<file path="src/crcc_pkg.sv">
// crc configuration register block: shared offsets, fields, reset values, state types
// assumes a 32-bit avalon-mm master with byte addresses and byte enables
package crcc_pkg;
	localparam logic [7:0] CRCC_OFF_CTRL  = 8'h00;
	localparam logic [7:0] CRCC_OFF_WLCFG = 8'h04;
	localparam logic [7:0] CRCC_OFF_POLYL = 8'h08;
	localparam logic [7:0] CRCC_OFF_POLYH = 8'h0c;
	localparam logic [7:0] CRCC_OFF_POLYE = 8'h10;

	localparam int CRCC_FIELD_W  = 5;
	localparam int CRCC_WIDTH_LSB = 8;
	localparam int CRCC_LEN_LSB   = 0;
	localparam int CRCC_LOW_LSB   = 1;
	localparam int CRCC_GO_BIT    = 0;
	localparam int CRCC_POLY_W    = 32;

	localparam logic [4:0]  CRCC_CFG_RST  = 5'h00;
	localparam logic [14:0] CRCC_LOW_RST  = 15'h0000;
	localparam logic [15:0] CRCC_HIGH_RST = 16'h0000;
	localparam logic        CRCC_GO_RST   = 1'b0;
	localparam logic [31:0] CRCC_POLY_RST = 32'h0000_0001;
	localparam logic [31:0] CRCC_RD_ZERO  = 32'h0000_0000;

	typedef struct packed {
		logic [4:0]  width;
		logic [4:0]  len;
		logic [14:0] low;
		logic [15:0] high;
		logic        go;
		logic        waitrequest;
		logic [31:0] readdata;
	} crcc_regs_t;

	typedef struct packed {
		logic [31:0] poly;
	} crcc_mask_t;
endpackage

</file>
<file path="src/crcc_poly_mask.sv">
// effective feedback polynomial: length gating and forced x^0 term
// assumes terms and length come from registers in the same clock domain
`timescale 1ns/100ps
module crcc_poly_mask
(
	input  wire logic                clock,
	input  wire logic                arst_n,
	input  wire logic [4:0]          poly_len,
	input  wire logic [31:1]         terms,
	output logic [31:0]              poly
);
	import crcc_pkg::*;

	crcc_mask_t  st;
	crcc_mask_t  next_st;
	logic [31:1] keep;

	genvar i;
	generate
		for (i = 1; i < CRCC_POLY_W; i++)
		begin : g_keep
			assign keep[i] = (i <= int'(poly_len)) && terms[i];
		end
	endgenerate

	always_comb
	begin
		next_st.poly = {keep, 1'b1};
	end

	always_ff @(posedge clock or negedge arst_n)
	begin
		if (!arst_n)
			st <= '{poly: CRCC_POLY_RST};
		else
			st <= next_st;
	end

	assign poly = st.poly;
endmodule

</file>
<file path="src/crcc_cfg_regs.sv">
// crc configuration registers behind an avalon-mm slave with waitrequest
// assumes byte addresses, one aligned 32-bit word per register, 100 mhz clock
`timescale 1ns/100ps
module crcc_cfg_regs
#(
	parameter int ADDR_W = 8
)
(
	input  wire logic                clock,
	input  wire logic                arst_n,
	input  wire logic [ADDR_W-1:0]   address,
	input  wire logic                read,
	input  wire logic                write,
	input  wire logic [3:0]          byteenable,
	input  wire logic [31:0]         writedata,
	output logic [31:0]              readdata,
	output logic                     waitrequest,
	output logic [4:0]               data_word_width_cfg,
	output logic [4:0]               poly_length_cfg,
	output logic                     shifter_go,
	output logic [31:0]              poly_terms
);
	import crcc_pkg::*;

	generate
		if (ADDR_W < 5 || ADDR_W > 8)
		begin : g_bad_addr
			$error("crcc_cfg_regs: ADDR_W must lie between 5 and 8");
		end
	endgenerate

	crcc_regs_t  st;
	crcc_regs_t  next_st;
	logic [31:0] poly_eff;
	logic        take;
	logic        hit_ctrl;
	logic        hit_wl;
	logic        hit_lo;
	logic        hit_hi;
	logic        hit_eff;
	logic [15:0] wl_view;
	logic [15:0] lo_view;
	logic [15:0] wl_new;
	logic [15:0] lo_new;
	logic [15:0] hi_new;

	function automatic logic [15:0] merge16(
		input logic [15:0] old,
		input logic [31:0] wd,
		input logic [3:0]  be
	);
		logic [15:0] m;
		m[7:0]  = be[0] ? wd[7:0] : old[7:0];
		m[15:8] = be[1] ? wd[15:8] : old[15:8];
		return m;
	endfunction

	assign hit_ctrl = address == ADDR_W'(CRCC_OFF_CTRL);
	assign hit_wl   = address == ADDR_W'(CRCC_OFF_WLCFG);
	assign hit_lo   = address == ADDR_W'(CRCC_OFF_POLYL);
	assign hit_hi   = address == ADDR_W'(CRCC_OFF_POLYH);
	assign hit_eff  = address == ADDR_W'(CRCC_OFF_POLYE);

	// a request completes on the edge where waitrequest is seen low
	assign take = write && !read && !st.waitrequest;

	// unimplemented bits are zero in the view, so reads and merges never carry them
	assign wl_view = {3'h0, st.width, 3'h0, st.len};
	assign lo_view = {st.low, 1'b0};
	assign wl_new  = merge16(wl_view, writedata, byteenable);
	assign lo_new  = merge16(lo_view, writedata, byteenable);
	assign hi_new  = merge16(st.high, writedata, byteenable);

	always_comb
	begin
		next_st = st;
		// one wait cycle per request, then waitrequest returns high
		next_st.waitrequest = !((read || write) && st.waitrequest);
		if ((read || write) && st.waitrequest)
		begin
			if (read && hit_ctrl)
				next_st.readdata = {31'h0, st.go};
			else if (read && hit_wl)
				next_st.readdata = {16'h0, wl_view};
			else if (read && hit_lo)
				next_st.readdata = {16'h0, lo_view};
			else if (read && hit_hi)
				next_st.readdata = {16'h0, st.high};
			else if (read && hit_eff)
				next_st.readdata = poly_eff;
			else
				next_st.readdata = CRCC_RD_ZERO;
		end
		if (take && hit_ctrl && byteenable[0])
			next_st.go = writedata[CRCC_GO_BIT];
		if (take && hit_wl)
		begin
			next_st.width = wl_new[CRCC_WIDTH_LSB +: CRCC_FIELD_W];
			next_st.len   = wl_new[CRCC_LEN_LSB +: CRCC_FIELD_W];
		end
		if (take && hit_lo)
			next_st.low = lo_new[15:CRCC_LOW_LSB];
		if (take && hit_hi)
			next_st.high = hi_new;
	end

	always_ff @(posedge clock or negedge arst_n)
	begin
		if (!arst_n)
			st <= '{width: CRCC_CFG_RST, len: CRCC_CFG_RST, low: CRCC_LOW_RST,
				high: CRCC_HIGH_RST, go: CRCC_GO_RST, waitrequest: 1'b1,
				readdata: CRCC_RD_ZERO};
		else
			st <= next_st;
	end

	crcc_poly_mask u_mask
	(
		.clock    (clock),
		.arst_n   (arst_n),
		.poly_len (st.len),
		.terms    ({st.high, st.low}),
		.poly     (poly_eff)
	);

	assign readdata            = st.readdata;
	assign waitrequest         = st.waitrequest;
	assign data_word_width_cfg = st.width;
	assign poly_length_cfg     = st.len;
	assign shifter_go          = st.go;
	assign poly_terms          = poly_eff;
endmodule

</file>
<file path="config.mk">
export PLATFORM = sky130hd
export DESIGN_NAME = crcc_cfg_regs
export DESIGN_NICKNAME = d
export VERILOG_FILES = /design/src/crcc_pkg.sv /design/src/crcc_poly_mask.sv /design/src/crcc_cfg_regs.sv
export SDC_FILE = /design/constraint.sdc
export NUM_CORES = 1
export LEC_CHECK = 0
export BUFFER_PORTS_ARGS = -buffer_cell sky130_fd_sc_hd__buf_2
export CAP_MARGIN = 10
export CORE_UTILIZATION = 53
export CTS_CLUSTER_DIAMETER = 60
export CTS_CLUSTER_SIZE = 8
export DETAILED_ROUTE_END_ITERATION = 8
export GPL_ROUTABILITY_DRIVEN = 0
export GPL_TIMING_DRIVEN = 0
export PLACE_DENSITY = 0.79
export SYNTH_ARGS = -nofsm -noshare
export SYNTH_HDL_FRONTEND = slang
export SYNTH_SLANG_ARGS = --single-unit
</file>
<file path="constraint.sdc">
create_clock -name clock -period 2.5 [get_ports clock]
set_input_delay 0.375 -clock clock [delete_from_list [all_inputs] [get_ports clock]]
set_output_delay 0.375 -clock clock [all_outputs]
set_load 0.005 [all_outputs]
</file>
==> out/results.txt <==
outcome = finished clean
post-CTS sizing = 0
Post-synth top cells = dfrtp_1, mux2_2, buf_4
clock sink total = 106
Hold Fails Final Rpt = 0
Die Wd = 98.6 um
CORE AREA = 0.00889 mm^2
die area = 0.00973 mm^2
Warnings, synthesis = 0
VDD IR max = 0.274 mV
# rows = 34
clk buf depth = 2
Post-CTS Hold Fix Bufs = 0
Main synth FF type = dfrtp_1
initial antenna violation count = 0
Max Clk Rate = 484 MHz
Vias/cell = 5.82
Total GRT Usage = 0.262
Post-CTS Setup Repair Bufs = 0
layout cells sized above 1 = 0.450
critical path endpoint category = register
Port Buffer Count = 104
Final Util = 0.655
grt ovf = 0
worst r2r path cells = 3
iteration-0 DRC count of the detailed router = 418
Post-Synthesis Cells = 401
minimum clock period = 2.06 ns
chip height = 98.6 um
Hold Path Class = input pin to asynchronous set/reset pin
dpl hpwl = 8.48 mm
sequential fraction of the synthesis area = 0.536
Max Cap Violations = 0
# diodes = 0
first-pass GRT wire length = 19.5 mm
starting density of the core = 0.557
Root Buffer = clkbuf_8
Pleak = 3.05 nW
Worst EP arrival = 2.33 ns
final setup vio count = 0
CTS H-tree depth = 3
Max-slew headroom = 0.271
Clk Latency, worst-skew pair = 0.37 ns
Worst Path Max Fanout = 8
startpoint types = register
slowest CP cell = nor4_4
top-area cell type share of the netlist area = 0.531
Synth Net Count = 449
Post-Layout Inst Area = 0.00583 mm^2
post-synth cell types = 44
top-count cell post-synth = dfrtp_1
Least-Margin Pin Slew = 1.09 ns
ys async rst share = 1.00
number of global-route vias before repair = 3747
CTS tree = done
Post-synth EDFFs = 0
largest net degree at the start of global routing = 56
Seq cells post-synth = 106
max incr delay on CP = 0.60 ns
cell accounting for the most synthesized area = dfrtp_1
Post-DRT Antenna Nets = 0
Cell Area, Synth = 0.00495 mm^2
overall power = 0.00294 W
synth top area cells = dfrtp_1, mux2_2, buf_4
worst clock skew = 0.0120 ns
cell area after placement = 0.00564 mm^2
final wirelength = 11.9 mm
FF-to-FF setup slack = 0.44 ns
# IOs = 124
CTS clk-pin slew, worst paths = 0.11 ns
WL per Instance = 18.9 um
fin crit share = 0.826
r2r endpoint = lo_view[11]$_DFFE_PN0P_
vias post-DR = 3664
RR Startpoint = waitrequest$_DFF_PN1_
Num CTS Buffers = 9
setup TNS = 0 ns
RSZ-0062 raised after global routing = no
type of the worst setup path = register to register
Nets = 565
CP cell instances = or4b_4, nor4_4, mux2_2
Pins Over Slew Limit = 0
drt first pass iters = 5
CP required = 2.76 ns
synthesis-to-finish area growth = 17.7%
DRC viols = 0
Syn Area/Cell = 12.3 um^2
Power Dens Cells = 504 mW/mm^2
[critical path, delay by kind of cell, from the launching register on]
kind / cells / cell delay [ns]
and+or+nand+nor: 2 / 1.13
muxes: 1 / 0.41
DFF: 1 / 0.40
[report_power, final]
part           switching, W  internal (W)  leakage, nW  total [W]
logic              0.000139     0.0000634         1.48   0.000203
registers        0.00000763       0.00172         1.48    0.00173
clock network      0.000624      0.000381       0.0941    0.00101
total              0.000771       0.00217         3.05    0.00294
[per-stage QoR]
stage | std cells | hold slack [ns] | setup WS (ns)
final | 630 | 0.0392 | 0.436
after floorplan | 401 | 0.0794 | 0.619
after global routing | 630 | 0.0960 | 0.283
after detailed placement | 614 | 0.472 | 0.0850
after global placement | 613 | 0.466 | -0.0224
after CTS | 630 | 0.0677 | 0.420
[cells in the final DEF (no fill, tap or decap), drive strengths merged]
master,synthesis,routed
nand4bb,1,1
and3,6,6
clkbuf,19,28
conb,1,1
and2,3,3
nor4,8,8
nor3b,2,2
dfrtp,105,105
nor2,6,6
nor4bb,18,18
nor2b,9,9
a22oi,7,7
nand3,1,1
buf,51,156
or4b,1,1
mux2,49,49
inv,1,2
or2,5,5
and4,1,1
clkinv,0,5
dfstp,1,1
nand3b,2,2
o31a,3,3
a31oi,2,2
nand2,26,26
or3,3,3
o311a,1,1
o21a,1,1
a2111oi,9,9
o21ai,8,8
a21boi,4,4
a41oi,1,1
o31ai,9,9
or3b,3,3
clkinvlp,0,1
o211a,1,1
a21oi,17,17
a22o,16,16
[routing by layer]
metal | up-vias | part of all wire | GRT usage
met4 | 0 | 0.018 | 0.0964
met2 | 175 | 0.48 | 0.428
met1 | 1814 | 0.44 | 0.360
met5 | - | 0 | 0
met3 | 26 | 0.062 | 0.0369
li1 | 1649 | - | -
[state kept, by name (all words and copies together), names as in the netlist]
name                 count
shifter_go               1
lo_view                 15
poly_length_cfg          5
readdata                32
st                      16
waitrequest              1
u_mask.poly             31
data_word_width_cfg      5
[cell families after synthesis]
group                  count (synthesis)  share of synthesized area
flip-flops                           106                      0.536
AO/OA/AOI/OAI                         79                      0.115
other                                  1                   0.000758
AND/OR/NAND/NOR                       95                      0.146
multiplexers                          49                      0.111
buffers and inverters                 71                     0.0905
[final cells by class]
class | instances | area [um^2]
tap | 108 | 135
multi-input combinational | 224 | 1850
timing repair buffer | 105 | 551
buffer | 70 | 444
fill | 675 | 3070
sequential | 106 | 2650
clock buffer | 9 | 124
inverter | 1 | 3.75
clock inverter | 7 | 66.3
[how the worst max path moves through the flow]
| stage | startpoint | end | slack, ns | depth (start not counted) |
|---|---|---|---|---|
| 6_report | waitrequest$_DFF_PN1_ | lo_view[11]$_DFFE_PN0P_ | 0.44 | 3 |
| 3_5_place_dp | address[4] | readdata[6]$_DFFE_PN0P_ | 0.09 | 6 |
| 4_1_cts | waitrequest$_DFF_PN1_ | lo_view[8]$_DFFE_PN0P_ | 0.42 | 3 |
| 5_1_grt | address[4] | readdata[5]$_DFFE_PN0P_ | 0.28 | 6 |
| 3_3_place_gp | arst_n | data_word_width_cfg[4]$_DFFE_PN0P_ | -0.02 | 1 |
| 2_1_floorplan | address[5] | st[44]$_DFFE_PN0P_ | 0.62 | 4 |
Note: power is estimated with default switching activity, not from simulation.
